**src/pkg/awc_consts.svh**
```systemverilog
`ifndef AWC_CONSTS_SVH
`define AWC_CONSTS_SVH

// ----------------------------------------
// Register offsets and control reset value
// ----------------------------------------
`define AWC_OFS_CTRL     12'h000
`define AWC_OFS_STATUS   12'h004
`define AWC_CTRL_RST     2'h0

// ----------------------------------------
// Field positions
// ----------------------------------------
`define AWC_CTRL_ROM     0
`define AWC_CTRL_RAM     1

// ----------------------------------------
// Status fields
// ----------------------------------------
`define AWC_ST_STATE_HI  1
`define AWC_ST_STATE_LO  0
`define AWC_ST_CNT_HI    6
`define AWC_ST_CNT_LO    4
`define AWC_ST_PWR       8
`define AWC_ST_RDY       9
`define AWC_ST_RST       10

// ----------------------------------------
// Wait-state counts
// ----------------------------------------
`define AWC_WS_INTA      3'h4
`define AWC_WS_IO8       3'h4
`define AWC_WS_IO16      3'h1
`define AWC_WS_OFF8      3'h4
`define AWC_WS_OFF16     3'h1
`define AWC_WS_ROM_FAST  3'h1
`define AWC_WS_ROM_SLOW  3'h2
`define AWC_WS_RAM_WR    3'h1
`define AWC_WS_RAM_SLOW  3'h1
`define AWC_WS_RAM_FAST  3'h0

// ----------------------------------------
// Synchroniser depth to reset output
// ----------------------------------------
`define AWC_SYNC_LAT     3

`endif

```
**src/pkg/awc_pkg.sv**
```systemverilog
package awc_pkg;

   typedef enum logic [1:0] {
      awc_idle  = 2'b00,
      awc_count = 2'b01,
      awc_end   = 2'b10
   } awc_state_e;

   typedef logic [2:0] awc_cnt_t;

endpackage

```
**src/logic/awc_sync.sv**
```systemverilog
`timescale 1ns/100ps

// ----------------------------------------
// Two-flop level synchroniser
// ----------------------------------------
module awc_sync #(
   parameter logic RST_VAL = 1'b0
) (
   input  wire logic pclk,
   input  wire logic presetn,
   input  wire logic async_in,
   output      logic sync_out
);
   logic meta_ff;
   logic sync_ff;

   always_ff @(posedge pclk or negedge presetn) begin
      if (!presetn) begin
         meta_ff <= RST_VAL;
         sync_ff <= RST_VAL;
      end else begin
         meta_ff <= async_in;
         sync_ff <= meta_ff;
      end
   end

   assign sync_out = sync_ff;
endmodule

```
**src/logic/awc_wait_ctrl.sv**
```systemverilog
// Operation
// - A 16-bit I/O cycle without interrupt acknowledge gets exactly one wait state whatever the other decode inputs say.
// - An off-board 8-bit memory cycle gets four wait states.
// - An off-board 16-bit memory cycle gets one wait state.
// - An on-board ROM read gets one wait state with ROM wait select set and two with it clear.
// - Every on-board RAM write gets one wait state regardless of RAM wait select.
// - An on-board RAM read gets one wait state with RAM wait select set and none with it clear.
// - During data conversion buffer direction is low for writes and high for reads.
// - DMA address enable goes low whenever either DMA grant is active.
// - High-byte enable is low under grant two and follows inverted address bit 0 under grant one.
// - In bus master mode data direction is low only for I/O reads at low port range off coproc.
// - Power good is asynchronous and is synchronised before it makes the reset.
// - The ready line is only pulled low or released, never driven high.
// - Interrupt acknowledge and 8-bit I/O cycles each get four wait states.
// - Channel ready low holds the cycle and zero-wait low ends it at once.
//
// The APB register port and the register addresses were decided locally.
`timescale 1ns/100ps
`include "awc_consts.svh"

module awc_wait_ctrl #(
   parameter int CNT_W = 3
) (
   input  wire logic        pclk,
   input  wire logic        presetn,
   input  wire logic        psel,
   input  wire logic        penable,
   input  wire logic        pwrite,
   input  wire logic [11:0] paddr,
   input  wire logic [31:0] pwdata,
   output      logic [31:0] prdata,
   output      logic        pready,
   output      logic        pslverr,
   input  wire logic        cycle_start,
   input  wire logic        cycle_inta,
   input  wire logic        cycle_io,
   input  wire logic        cycle_write,
   input  wire logic        rom_select,
   input  wire logic        onboard_decode,
   input  wire logic        mem_wide_select_n,
   input  wire logic        io_wide_select_n,
   input  wire logic        chan_ready,
   input  wire logic        zero_wait_n,
   input  wire logic        ready_n_in,
   output      logic        ready_n_out,
   output      logic        ready_n_oe,
   input  wire logic        conv_active,
   output      logic        buffer_direction,
   output      logic        buffer_gate,
   input  wire logic        dma_grant_one_n,
   input  wire logic        dma_grant_two_n,
   input  wire logic        cpu_high_byte_n,
   input  wire logic        xbus_addr_bit0,
   output      logic        dma_addr_enable_n,
   output      logic        xbus_high_byte_enable_n,
   input  wire logic        master_n,
   input  wire logic        hold_ack,
   input  wire logic        io_read_n,
   input  wire logic        xbus_addr_bit9,
   input  wire logic        xbus_addr_bit8,
   input  wire logic        coproc_select_n,
   output      logic        xbus_data_direction,
   input  wire logic        power_ok,
   output      logic        system_reset
);
   import awc_pkg::*;

   // ----------------------------------------
   // Register bus
   // ----------------------------------------
   logic [1:0]       ctrl_ff;
   logic [31:0]      prdata_ff;
   logic             rom_wait_select;
   logic             ram_wait_select;
   logic             setup_ph;
   logic             access_ph;
   logic             hit_ctrl;
   logic             hit_status;
   logic [31:0]      nxt_prdata;
   awc_state_e       state_ff;
   awc_state_e       nxt_state;
   logic [CNT_W-1:0] cnt_ff;
   logic [CNT_W-1:0] nxt_cnt;
   logic [CNT_W-1:0] load_val;
   logic             power_ok_sync;
   logic             system_reset_ff;

   assign rom_wait_select = ctrl_ff[`AWC_CTRL_ROM];
   assign ram_wait_select = ctrl_ff[`AWC_CTRL_RAM];
   assign setup_ph        = psel && !penable;
   assign access_ph       = psel && penable;
   assign hit_ctrl        = (paddr == `AWC_OFS_CTRL);
   assign hit_status      = (paddr == `AWC_OFS_STATUS);
   assign pready          = 1'b1;
   assign pslverr         = access_ph && !hit_ctrl && !hit_status;
   assign prdata          = prdata_ff;

   always_comb begin
      nxt_prdata = 32'h0000_0000;
      if (hit_ctrl) begin
         nxt_prdata[`AWC_CTRL_RAM:`AWC_CTRL_ROM] = ctrl_ff;
      end else if (hit_status) begin
         nxt_prdata[`AWC_ST_STATE_HI:`AWC_ST_STATE_LO] = state_ff;
         nxt_prdata[`AWC_ST_CNT_HI:`AWC_ST_CNT_LO]     = 3'(cnt_ff);
         nxt_prdata[`AWC_ST_PWR]                       = power_ok_sync;
         nxt_prdata[`AWC_ST_RDY]                       = ready_n_in;
         nxt_prdata[`AWC_ST_RST]                       = system_reset_ff;
      end
   end

   always_ff @(posedge pclk or negedge presetn) begin
      if (!presetn) begin
         ctrl_ff <= `AWC_CTRL_RST;
      end else if (access_ph && pwrite && hit_ctrl) begin
         ctrl_ff <= pwdata[1:0];
      end
   end

   always_ff @(posedge pclk or negedge presetn) begin
      if (!presetn) begin
         prdata_ff <= 32'h0000_0000;
      end else if (setup_ph && !pwrite) begin
         prdata_ff <= nxt_prdata;
      end
   end

   // ----------------------------------------
   // Power good and reset
   // ----------------------------------------
   // synchronise power good
   awc_sync #(
      .RST_VAL (1'b0)
   ) u_pwr_sync (
      .pclk     (pclk),
      .presetn  (presetn),
      .async_in (power_ok),
      .sync_out (power_ok_sync)
   );

   always_ff @(posedge pclk or negedge presetn) begin
      if (!presetn) begin
         system_reset_ff <= 1'b1;
      end else begin
         system_reset_ff <= !power_ok_sync;
      end
   end

   assign system_reset = system_reset_ff;

   // ----------------------------------------
   // Wait-state decode
   // ----------------------------------------
   always_comb begin
      load_val = CNT_W'(`AWC_WS_INTA);
      if (cycle_inta) begin
         load_val = CNT_W'(`AWC_WS_INTA);
      end else if (cycle_io) begin
         if (!io_wide_select_n) begin
            load_val = CNT_W'(`AWC_WS_IO16);
         end else begin
            load_val = CNT_W'(`AWC_WS_IO8);
         end
      end else if (!onboard_decode) begin
         if (mem_wide_select_n) begin
            load_val = CNT_W'(`AWC_WS_OFF8);
         end else begin
            load_val = CNT_W'(`AWC_WS_OFF16);
         end
      end else if (cycle_write) begin
         load_val = CNT_W'(`AWC_WS_RAM_WR);
      end else if (rom_select) begin
         load_val = rom_wait_select ? CNT_W'(`AWC_WS_ROM_FAST) : CNT_W'(`AWC_WS_ROM_SLOW);
      end else begin
         load_val = ram_wait_select ? CNT_W'(`AWC_WS_RAM_SLOW) : CNT_W'(`AWC_WS_RAM_FAST);
      end
   end

   // ----------------------------------------
   // Cycle state machine
   // ----------------------------------------
   always_comb begin
      nxt_state = state_ff;
      nxt_cnt   = cnt_ff;
      case (state_ff)
         awc_idle: begin
            if (cycle_start) begin
               nxt_state = awc_count;
               nxt_cnt   = load_val;
            end
         end
         awc_count: begin
            if (!zero_wait_n) begin
               nxt_state = awc_end;
            end else if (cnt_ff != '0) begin
               nxt_cnt = cnt_ff - CNT_W'(1);
            end else if (chan_ready) begin
               nxt_state = awc_end;
            end
         end
         awc_end: begin
            nxt_state = awc_idle;
         end
         default: begin
            nxt_state = awc_idle;
         end
      endcase
   end

   always_ff @(posedge pclk or negedge presetn) begin
      if (!presetn) begin
         state_ff <= awc_idle;
      end else if (system_reset_ff) begin
         state_ff <= awc_idle;
      end else begin
         state_ff <= nxt_state;
      end
   end

   always_ff @(posedge pclk or negedge presetn) begin
      if (!presetn) begin
         cnt_ff <= '0;
      end else begin
         cnt_ff <= nxt_cnt;
      end
   end

   assign ready_n_out = 1'b0;
   assign ready_n_oe  = (state_ff == awc_end);

   // ----------------------------------------
   // Bus steering
   // ----------------------------------------
   always_ff @(posedge pclk or negedge presetn) begin
      if (!presetn) begin
         buffer_direction <= 1'b1;
         buffer_gate      <= 1'b0;
      end else begin
         buffer_direction <= !(conv_active && cycle_write);
         buffer_gate      <= conv_active;
      end
   end

   always_ff @(posedge pclk or negedge presetn) begin
      if (!presetn) begin
         dma_addr_enable_n       <= 1'b1;
         xbus_high_byte_enable_n <= 1'b1;
      end else begin
         dma_addr_enable_n <= dma_grant_one_n && dma_grant_two_n;
         if (!dma_grant_two_n) begin
            xbus_high_byte_enable_n <= 1'b0;
         end else if (!dma_grant_one_n) begin
            xbus_high_byte_enable_n <= !xbus_addr_bit0;
         end else begin
            xbus_high_byte_enable_n <= cpu_high_byte_n;
         end
      end
   end

   always_ff @(posedge pclk or negedge presetn) begin
      if (!presetn) begin
         xbus_data_direction <= 1'b1;
      end else begin
         xbus_data_direction <= !(hold_ack && !master_n && !io_read_n && !xbus_addr_bit9
                                  && !xbus_addr_bit8 && coproc_select_n);
      end
   end

   // ----------------------------------------
   // Checks
   // ----------------------------------------
   logic start_ok;
   assign start_ok = cycle_start && (state_ff == awc_idle) && !system_reset_ff;

   a_io16_waits: assert property (
      @(posedge pclk) disable iff (!presetn)
      start_ok && !cycle_inta && cycle_io && !io_wide_select_n
      |=> cnt_ff == CNT_W'(`AWC_WS_IO16))
      else $error("wide I/O count wrong");

   a_off8_waits: assert property (
      @(posedge pclk) disable iff (!presetn)
      start_ok && !cycle_inta && !cycle_io && !onboard_decode && mem_wide_select_n
      |=> cnt_ff == CNT_W'(`AWC_WS_OFF8))
      else $error("off-board narrow count wrong");

   a_off16_waits: assert property (
      @(posedge pclk) disable iff (!presetn)
      start_ok && !cycle_inta && !cycle_io && !onboard_decode && !mem_wide_select_n
      |=> cnt_ff == CNT_W'(`AWC_WS_OFF16))
      else $error("off-board wide count wrong");

   a_rom_waits: assert property (
      @(posedge pclk) disable iff (!presetn)
      start_ok && !cycle_inta && !cycle_io && onboard_decode && !cycle_write && rom_select
      |=> cnt_ff == (rom_wait_select ? CNT_W'(`AWC_WS_ROM_FAST) : CNT_W'(`AWC_WS_ROM_SLOW)))
      else $error("ROM count wrong");

   a_ramwr_waits: assert property (
      @(posedge pclk) disable iff (!presetn)
      start_ok && !cycle_inta && !cycle_io && onboard_decode && cycle_write
      |=> cnt_ff == CNT_W'(`AWC_WS_RAM_WR))
      else $error("RAM write count wrong");

   a_ramrd_waits: assert property (
      @(posedge pclk) disable iff (!presetn)
      start_ok && !cycle_inta && !cycle_io && onboard_decode && !cycle_write && !rom_select
      |=> cnt_ff == (ram_wait_select ? CNT_W'(`AWC_WS_RAM_SLOW) : CNT_W'(`AWC_WS_RAM_FAST)))
      else $error("RAM read count wrong");

   a_conv_dir: assert property (
      @(posedge pclk) disable iff (!presetn)
      conv_active |=> buffer_direction == !$past(cycle_write))
      else $error("buffer direction wrong");

   a_dma_aen: assert property (
      @(posedge pclk) disable iff (!presetn)
      (!dma_grant_one_n || !dma_grant_two_n) |=> !dma_addr_enable_n)
      else $error("DMA address enable missing");

   a_dma_bhe: assert property (
      @(posedge pclk) disable iff (!presetn)
      dma_grant_two_n && !dma_grant_one_n |=> xbus_high_byte_enable_n == !$past(xbus_addr_bit0))
      else $error("high byte enable wrong");

   a_master_dir: assert property (
      @(posedge pclk) disable iff (!presetn)
      !xbus_data_direction |-> $past(!io_read_n && coproc_select_n && !xbus_addr_bit9))
      else $error("data direction low without cause");

   a_pwr_sync: assert property (
      @(posedge pclk) disable iff (!presetn)
      !power_ok ##1 !power_ok ##1 !power_ok |=> system_reset_ff)
      else $error("reset not from synced power good");

   a_ready_od: assert property (
      @(posedge pclk) disable iff (!presetn)
      ready_n_oe |-> !ready_n_out ##1 !ready_n_oe)
      else $error("ready driven high or held");

   a_inta_waits: assert property (
      @(posedge pclk) disable iff (!presetn)
      start_ok && (cycle_inta || (cycle_io && io_wide_select_n)) ##1 zero_wait_n
      |-> cnt_ff == CNT_W'(`AWC_WS_INTA) ##1 cnt_ff == CNT_W'(`AWC_WS_INTA) - CNT_W'(1))
      else $error("four-wait count wrong");

   a_chan_hold: assert property (
      @(posedge pclk) disable iff (!presetn)
      state_ff == awc_count && zero_wait_n && !chan_ready && !system_reset_ff
      |=> state_ff == awc_count)
      else $error("cycle not held");

   a_count_down: assert property (
      @(posedge pclk) disable iff (!presetn)
      state_ff == awc_count && zero_wait_n && cnt_ff != '0 && !system_reset_ff
      |=> cnt_ff == $past(cnt_ff) - CNT_W'(1))
      else $error("count not decremented");
endmodule

```
**config.mk**
```make
export PLATFORM = sky130hd
export DESIGN_NAME = awc_wait_ctrl
export DESIGN_NICKNAME = d
export VERILOG_FILES = /design/src/pkg/awc_pkg.sv /design/src/logic/awc_sync.sv /design/src/logic/awc_wait_ctrl.sv
export VERILOG_INCLUDE_DIRS = /design/src /design/src/pkg
export SDC_FILE = /design/constraint.sdc
export NUM_CORES = 1
export LEC_CHECK = 0
export ABC_AREA = 1
export CORE_ASPECT_RATIO = 0.75
export CORE_UTILIZATION = 65
export DETAILED_ROUTE_END_ITERATION = 16
export DONT_BUFFER_PORTS = 1
export GPL_TIMING_DRIVEN = 0
export PLACE_DENSITY_LB_ADDON = 0.12
export SLEW_MARGIN = 20
export SYNTH_ARGS = -nofsm -noshare
export SYNTH_HDL_FRONTEND = slang
export SYNTH_HIERARCHICAL = 1
export SYNTH_SLANG_ARGS = --single-unit
```
**constraint.sdc**
```tcl
create_clock -name pclk -period 3.1 [get_ports pclk]
set_clock_uncertainty 0.15 [all_clocks]
set_input_delay 0.465 -clock pclk [delete_from_list [all_inputs] [get_ports pclk]]
set_output_delay 0.465 -clock pclk [all_outputs]
set_load 0.01 [all_outputs]
```
**After elaboration in Yosys (flattened, before gate mapping)**

Index checks and enable logic that the tools add are counted.

- Bits in registers: 23
- Bits of input ports: 72
- Output and inout port bits: 42
- Logic and storage cells: 81

- Add/subtract/negate cells: 1
- Equality and inequality tests: 9
- Mux-type cells: 27
- Reductions and logical operators: 32

Operators by type and width:

| cell | count |
|---|---|
| 3-bit two-way mux | 12 |
| 2-bit two-way mux | 10 |
| 1-bit logical AND | 14 |
| 12-bit by 3-bit == test with 1-bit output (second input constant) | 1 |
| 1-bit zero test | 12 |
| 12-bit zero test | 1 |
| 4-bit inequality test (second input constant) | 2 |
| 2-bit inequality test (second input constant) | 3 |
| 3-bit case mux with 2 select lines | 1 |
| 2-bit case mux with 2 select lines | 1 |
| 4-bit AND reduction | 1 |
| 1-bit two-way mux | 3 |
| 3-bit inequality test (second input constant) | 1 |
| 3-bit AND reduction | 1 |
| 3-bit nonzero test | 1 |
| 3-bit by 1-bit subtractor with 3-bit output (second input constant) | 1 |
| 2-bit by 1-bit == test with 1-bit output (second input constant) | 1 |
| 2-bit == test (second input constant) | 1 |
| 2-bit zero test | 1 |
| 2-bit nonzero test | 1 |

**Logic depth before layout (Yosys ltp)**

Gate-level depths: netlist of run 1.

- Depth in word-level cells: 8
- Depth in mapped cells: 8
- Depth with buffers taken out: 8

**Hierarchy**

The synthesis of run 1 kept the hierarchy.

By module, submodules not included:

| module | times used | cells each | area each (um2) |
|---|---|---|---|
| awc_wait_ctrl | 1 | 170 | 1326.3 |
| awc_sync | 1 | 2 | 50.0 |

**Least setup slack after synthesis of run 1**

No wires, ideal clock.

- Path kind: in2out
- Start point: in paddr[11]
- End point: out pslverr
- Arrival: 936 ps
- Data required time: 2485 ps
- Setup slack: 1549 ps
- Stages: 4
- Buffers on the path: 0
- Cell sequence: nor2_1 > nand2_2 > nor2_4 > a31oi_1

- Longest elaborated chain between the ends: 4
- Elaborated cells on any way between the ends: 6
- Classes of those cells: eq/ne: 1; reduce/logical: 5

RTL lines:

| what | line | text |
|---|---|---|
| from (decl) | awc_wait_ctrl.sv:29 | `input wire logic [11:0] paddr,` |
| 12-bit zero test (no source line) | -- |  |
| 1-bit zero test | awc_wait_ctrl.sv:95 | `assign pslverr = access_ph && !hit_ctrl && !hit_status;` |
| 1-bit logical AND | awc_wait_ctrl.sv:95 |  |
| 1-bit logical AND (*) | awc_wait_ctrl.sv:95 |  |
| to (decl) | awc_wait_ctrl.sv:33 | `output logic pslverr,` |

Mark *: on every way between the ends. The rest lies on a longest branch, timed or not.

**Worst setup path in the final report of run 1**

- Start point: reg state_ff[1]
- End point: out ready_n_oe

- Longest elaborated chain between the ends: 1

RTL lines:

| what | line | text |
|---|---|---|
| from (decl) | awc_wait_ctrl.sv:80 | `awc_state_e state_ff;` |
| from (signal assigned) | awc_wait_ctrl.sv:211 | `state_ff <= awc_idle;` |
| from (signal assigned) | awc_wait_ctrl.sv:213 | `state_ff <= awc_idle;` |
| from (signal assigned) | awc_wait_ctrl.sv:215 | `state_ff <= nxt_state;` |
| 2-bit == test | awc_wait_ctrl.sv:228 | `assign ready_n_oe = (state_ff == awc_end);` |
| to (decl) | awc_wait_ctrl.sv:46 | `output logic ready_n_oe,` |

No other way between the ends.

==> results.sh, run 1 <==
export IMPL_cp_max_fo=4
export IMPL_syn_avg_cell_area_sq_um=8.00
export IMPL_cts_root_buf="clkbuf_4"
export IMPL_grt_pass1_vias=975
export IMPL_p_seq_frac=0.515
export IMPL_pin_count=114
export IMPL_vias_per_cell=4.84
export IMPL_path_class="flip-flop to primary output"
export IMPL_fmax_ghz=0.601
export IMPL_firstDrtPassIters=4
export IMPL_startpoint_type="flip-flop"
export IMPL_cap_violations=0
export IMPL_cts_hold_buf=1
export IMPL_syn_inst=172
export IMPL_grt_busiest_layer="met2"
export IMPL_place_area_sq_mm=0.00150
export IMPL_cts_max_path_buffers=2
export IMPL_finalPower_uw=699
export IMPL_path_delay_family="flip-flops"
export IMPL_post_cts_buffers=0
export IMPL_clockPowerShare=0.197
export IMPL_status="finished clean"
export IMPL_synth_top_area_cell="dfrtp_1"
export IMPL_dieHeight_um=41.9
export IMPL_worst_ep_required_time_ns=2.48
export IMPL_antenna_found_initial=0
export IMPL_track_usage=0.253
export IMPL_insertion_delay_ns=0.31
export IMPL_drv_slew=0
export IMPL_port_buffers=0
export IMPL_core_sq_mm=0.00200
export IMPL_finalInstanceArea_sq_mm=0.00157
export IMPL_postRouteAntennaNets=0
export IMPL_cp_slowest_stage_delay_ns=0.45
export IMPL_crit_slowest_cell="dfrtp_1"
export IMPL_use_met2=0.429
export IMPL_drt_initial_drc_count=18
export IMPL_start_util=0.689
export IMPL_route_detailed_drc=0
export IMPL_grt_util_met1=0.309
export IMPL_cts_resized=0
export IMPL_met3_usage=0.0952
export IMPL_cp_arrival_ns=1.05
export IMPL_routed_via_count=1108
export IMPL_synth_area_leaders="dfrtp_1 (33%), buf_4 (14%), nand2_1 (9.8%)"
export IMPL_end_kind="primary output"
export IMPL_layout_nets=280
export IMPL_dp_final_hpwl_um=2060
export IMPL_critical_path_buf_inv_count=1
export IMPL_rsz0062_at_grt="no"
export IMPL_place_congestion=0.786
export IMPL_fin_setup_tns_ns=0
export IMPL_drive_gt1_frac=0.234
export IMPL_p_leak_uw=0.000886
export IMPL_crit_path_cell_trace="inv_1 > nor2_1"
export IMPL_routed_wl_um=2600
export IMPL_synth_seq_area_share=0.423
export IMPL_finish_utilization=0.786
export IMPL_globalRouteOverflowTotal=0
export IMPL_yosysWarnings=6
export IMPL_startpoint="state_ff[1]"
export IMPL_switching_share=0.343
export IMPL_n_antenna_cell=0
export IMPL_reg2reg_from="cnt_ff[0]"
export IMPL_p_sw_uw=240
export IMPL_fillCellCount=139
export IMPL_netlist_area_sq_mm=0.00138
export IMPL_fin_crit_sh=0.537
export IMPL_cts_made_buffers=3
export IMPL_die_x_um=55.1
export IMPL_ys_ff_latch=23
export IMPL_finalHoldViolCount=0
export IMPL_grt_pass1_wl_um=4140
export IMPL_comb_power_share=0.288
export IMPL_hp_start="xbus_addr_bit0"
export IMPL_area_growth_pct=14.0
export IMPL_peakVddDrop_mv=0.492
export IMPL_p_per_area_mw_per_mm2=446
export IMPL_clk_pin_slew_worst_paths_ns=0.13
export IMPL_cts_tree="yes"
export IMPL_fp_dieArea_sq_mm=0.00231
export IMPL_synth_top_area_frac=0.327
export IMPL_p_int_uw=459
export IMPL_h_tree_depth=1
export IMPL_grt_max_degree=24
export IMPL_wl_per_cell_um=11.3
export IMPL_cts_sinks=23
export IMPL_finalSetupViolCount=0
export IMPL_hp_class="input pin to flip-flop"
export IMPL_synth_cell_types=25
export IMPL_rows=14
export IMPL_fin_crit_ns=1.66
==> synth_stat cells (all sizes together) <==
cell type,instances
a31oi,1
o21ai,6
nor4,1
dfstp,5
a21oi,3
ha,2
nand4,2
buf,26
inv,20
dfrtp,18
or2,1
nand3b,2
nand3,16
a21boi,1
nor3,3
conb,2
nand2,39
nor2,24
==> power groups by stage <==
stage          clock network (uW)  registers [uW]  logic, uW
5_1_grt                       154             364        226
3_3_place_gp                    0             364        172
6_report                      137             360        201
4_1_cts                       139             360        196
2_1_floorplan                   0             358        158
3_5_place_dp                    0             365        188
==> worst reg2reg max path, stage by stage, from the launching register on <==
cell and delay, ns:
dfrtp_1 0.42, inv_1 0.10, ha_1 0.23, nand2_1 0.08, nand3_2 0.07, nand2_2 0.12
nand2_1 0.07, nor2_1 0.11, nor2_1 0.04
==> area by class of cell <==
class / count / area [sq um] / area share
clock buffers: 3 / 22.5 / 0.0144
well taps: 24 / 30.0 / 0.0191
clock inverters: 1 / 5.00 / 0.00319
inverters: 20 / 75.1 / 0.0478
flip-flops and latches: 23 / 582 / 0.371
repair buffers: 5 / 45.0 / 0.0287
multi-input cells: 127 / 614 / 0.392
plain buffers: 26 / 195 / 0.124
==> kinds of logic (layout without fill, tap and decap cells) <==
family,Yosys count,in the layout,share of synthesized area
adder cells (fa/ha/maj),2,2,0.0182
buffers and inverters,46,55,0.196
AO/OA/AOI/OAI,11,11,0.0455
AND/OR/NAND/NOR,88,88,0.312
other,2,26,0.00546
flip-flops,23,23,0.423
==> stage by stage <==
step                      cells  worst slack, ns  hold slack, ns
final                       229             1.44          0.0453
after global routing        229             1.37          0.0259
after CTS                   225             1.44          0.0111
after detailed placement    220             1.49          0.0198
after global placement      220             1.52          0.0198
after floorplan             196             1.55          0.0194
==> routing by layer <==
layer | vias to the layer above | share of wire
met1 | 499 | 0.39
li1 | 554 | -
met5 | - | 0
met2 | 53 | 0.50
met4 | 0 | 0.0046
met3 | 2 | 0.097
==> state kept, by name, indices dropped and copies added (netlist names) <==
name	flops
buffer_direction	1
buffer_gate	1
cnt_ff	3
ctrl_ff	2
dma_addr_enable_n	1
prdata	8
state_ff	2
system_reset	1
u_pwr_sync/meta_ff	1
u_pwr_sync/sync_out	1
xbus_data_direction	1
xbus_high_byte_enable_n	1
==> worst paths after layout <==
kind                                           end  slack, ns  cells after the start
min in group asynchronous              state_ff[1]       0.50                      2
setup reg to reg                         cnt_ff[0]       1.62                      8
hold / removal             xbus_high_byte_enable_n       0.05                      1
hold reg to reg                u_pwr_sync/sync_out       0.22                      0
setup / recovery                        ready_n_oe       1.44                      2
max in group asynchronous  xbus_high_byte_enable_n       1.94                      2
==> placed cells by master, fill, tap and decap left out, drive strengths merged, types with 3 or more instances in the layout <==
cell type and n:
o21ai 6, buf 27, inv 20, a21oi 3
dlygate4sd3 4, nor2 24, nand3 16, nand2 39
clkbuf 3, dfstp 5, dfrtp 18, nor3 3
conb 26
No activity file was read; power rests on OpenSTA's default activity.
==> run 2, diff against run 1 <==
--- a/config.mk
+++ b/config.mk
@@ -6,9 +6,9 @@
 export SDC_FILE = /design/constraint.sdc
 export NUM_CORES = 1
 export LEC_CHECK = 0
-export ABC_AREA = 1
+export ABC_AREA = 0
 export CORE_ASPECT_RATIO = 0.75
-export CORE_UTILIZATION = 65
+export CORE_UTILIZATION = 61
 export DETAILED_ROUTE_END_ITERATION = 16
 export DONT_BUFFER_PORTS = 1
 export GPL_TIMING_DRIVEN = 0
==> constraint.sdc (replaced) <==
create_clock -name pclk -period 1.6 [get_ports pclk]
set_clock_uncertainty 0.15 [all_clocks]
set_input_delay 0.24 -clock pclk [delete_from_list [all_inputs] [get_ports pclk]]
set_output_delay 0.24 -clock pclk [all_outputs]
set_load 0.01 [all_outputs]
==> results.sh, run 2 <==
export IMPL_r2r_cells=6
export IMPL_track_usage=0.260
export IMPL_end_kind="flip-flop"
export IMPL_synth_cell_types=35
export IMPL_r2r_end="cnt_ff[1]"
export IMPL_synth_compound_area_frac=0.118
export IMPL_cp_max_fo=3
export IMPL_cts_sinks=23
export IMPL_start_util=0.646
export IMPL_fin_crit_ns=1.65
export IMPL_ys_ff_latch=23
export IMPL_grt_max_degree=24
export IMPL_rsz0062_at_grt="yes"
export IMPL_path_class="flip-flop to flip-flop"
export IMPL_hp_class="input pin to flip-flop"
export IMPL_cp_arrival_ns=1.69
export IMPL_dp_final_hpwl_um=1960
export IMPL_cts_max_path_buffers=2
export IMPL_fillCellCount=118
export IMPL_h_tree_depth=1
export IMPL_synth_area_leaders="dfrtp_1 (35%), buf_4 (15%), dfstp_2 (10%)"
export IMPL_synth_seq_area_share=0.451
export IMPL_r2r_slack_ns=-0.05
export IMPL_area_growth_pct=31.1
export IMPL_min_path_cells=2
export IMPL_synth_top_family_by_area="buffers and inverters"
export IMPL_regArea_sq_um=584
export IMPL_cap_violations=0
export IMPL_die_x_um=55.1
export IMPL_fp_dieArea_sq_mm=0.00230
export IMPL_firstDrtPassIters=4
export IMPL_final_cells=201
export IMPL_grt_busiest_layer="met2"
export IMPL_routed_wl_um=2860
export IMPL_peakVddDrop_mv=0.771
export IMPL_vias_per_cell=5.14
export IMPL_final_common_cell="buf_4"
export IMPL_p_per_area_mw_per_mm2=753
export IMPL_syn_inst=127
export IMPL_hp_start="zero_wait_n"
export IMPL_crit_path_cell_trace="inv_4 > ha_4 > nor2b_4 > o21a_1 > nor2_1 > mux2_1"
export IMPL_core_sq_mm=0.00200
export IMPL_layout_nets=252
export IMPL_finalSetupViolCount=2
export IMPL_insertion_delay_ns=0.31
export IMPL_drt_initial_drc_count=14
export IMPL_layout_common_cells="buf_4 (31), conb_1 (26), dlygate4sd3_1 (17), dfrtp_1 (16), nand2_1 (8)"
export IMPL_netlist_area_sq_mm=0.00129
export IMPL_synth_xor_area_frac=0
export IMPL_fmax_ghz=0.605
export IMPL_multi_input_area_sq_um=606
export IMPL_cts_root_buf="clkbuf_4"
export IMPL_fin_hold_ws_ns=0.0109
export IMPL_wl_per_cell_um=14.2
export IMPL_drive_gt1_frac=0.299
export IMPL_grt_pass1_vias=1032
export IMPL_drv_slew=0
export IMPL_rows=14
export IMPL_fin_crit_sh=1.03
export IMPL_status="complete, but fails checks"
export IMPL_cts_made_buffers=3
export IMPL_synth_top_area_frac=0.349
export IMPL_synth_fa_ha_area_frac=0.0194
export IMPL_globalRouteOverflowTotal=0
export IMPL_syn_avg_cell_area_sq_um=10.2
export IMPL_use_met2=0.475
export IMPL_port_buffers=0
export IMPL_cp_slowest_stage_delay_ns=0.42
export IMPL_p_leak_uw=0.000825
export IMPL_route_detailed_drc=0
export IMPL_maxSlewHeadroom=0.653
export IMPL_synth_top_area_cell="dfrtp_1"
export IMPL_synth_edff_count=0
export IMPL_worstHoldEndpoint="state_ff[0]"
export IMPL_routed_via_count=1033
export IMPL_cts_tree="yes"
export IMPL_worst_ep_required_time_ns=1.64
export IMPL_grt_pass1_wl_um=4210
export IMPL_crit_slowest_cell="dfrtp_2"
export IMPL_met3_usage=0.114
export IMPL_placedCellCount=175
export IMPL_place_congestion=0.773
export IMPL_finalHoldViolCount=0
export IMPL_postRouteAntennaNets=0
export IMPL_dieHeight_um=41.8
export IMPL_setup_slack_ns=-0.0518
export IMPL_largest_reg_flops=8
export IMPL_synth_most_common_cell="buf_4"
export IMPL_ys_flop_type="dfrtp_1"
export IMPL_n_antenna_cell=0
export IMPL_finalPower_uw=1270
export IMPL_async_flop_share=1.00
export IMPL_reg2reg_from="cnt_ff[0]"
export IMPL_yosysWarnings=6
export IMPL_clk_pin_slew_worst_paths_ns=0.13
export IMPL_pin_count=114
export IMPL_startpoint_type="flip-flop"
export IMPL_yosys_top_cells_count="buf_4 (26), dfrtp_1 (18), nand2_1 (8)"
export IMPL_synth_mux_area_frac=0.0553
export IMPL_grt_util_met1=0.254
export IMPL_tightestPinTransition_ns=0.520
export IMPL_antenna_found_initial=0
export IMPL_violations="setup timing"
export IMPL_synth_simple_area_share=0.170
## run 2: final cells by class
| type | instances | area share |
|---|---|---|
| Timing Repair Buffer | 23 | 0.126 |
| Clock buffer | 4 | 0.0155 |
| Inverter | 6 | 0.0148 |
| Tap cell | 24 | 0.0178 |
| Sequential cell | 23 | 0.345 |
| Multi-Input combinational cell | 92 | 0.358 |
| Buffer | 29 | 0.123 |
## run 2: where the power goes
part | switching (uW) | internal, uW
clock | 167 | 97.4
combinational | 162 | 188
sequential | 38.7 | 620
total | 367 | 906
## run 2: timing repair
action                                  CTS  global route
resized for setup                         3             3
pin swaps                                 1             2
hold endpoints to repair                 34            18
hold buffers                             17             1
buffers inserted                          1             4
gates cloned                              0             0
endpoints found under the setup margin    3             3
## run 2: metrics by stage
step / worst slack, ns / utilization / area, sq um / TNS (ns)
after global routing: -0.0742 / 0.847 / 1690 / -0.116
after detailed placement: -0.143 / 0.725 / 1450 / -0.397
after CTS: -0.0255 / 0.826 / 1650 / -0.0255
final: -0.0518 / 0.847 / 1690 / -0.0562
after global placement: -0.121 / 0.725 / 1450 / -0.353
after floorplan: -0.0691 / - / 1420 / -0.149
## run 2: cell families (layout without fill, tap and decap cells)
family	Yosys count	count (layout)
DFF	23	23
adders and majority gates	2	2
buffers and inverters	36	62
and+or+nand+nor	37	37
muxes	6	6
AOI/OAI and AO/OA	21	21
other	2	26
## run 2: worst max-delay path by stage
stage                     cells after the start  slack, ns         end      start
after CTS                                     6      -0.03   cnt_ff[1]  cnt_ff[0]
after global placement                        4      -0.12  ctrl_ff[1]  paddr[10]
after floorplan                               4      -0.07  ctrl_ff[0]  paddr[10]
after global routing                          6      -0.07   cnt_ff[1]  cnt_ff[0]
after detailed placement                      4      -0.14  ctrl_ff[0]   paddr[9]
final                                         6      -0.05   cnt_ff[1]  cnt_ff[0]
## run 2: critical path, delay by kind of cell (launching register included)
kind / cells / cell delay, ns
flops: 1 / 0.42
mux: 1 / 0.32
simple gates: 2 / 0.24
compound gates: 1 / 0.21
fa+ha+maj: 1 / 0.15
buf+inv: 1 / 0.04
## run 2: layer usage
layer	up-vias	wire, um
li1	492	-
met1	473	997
met2	59	1510
met3	9	301
met4	0	51
met5	-	0
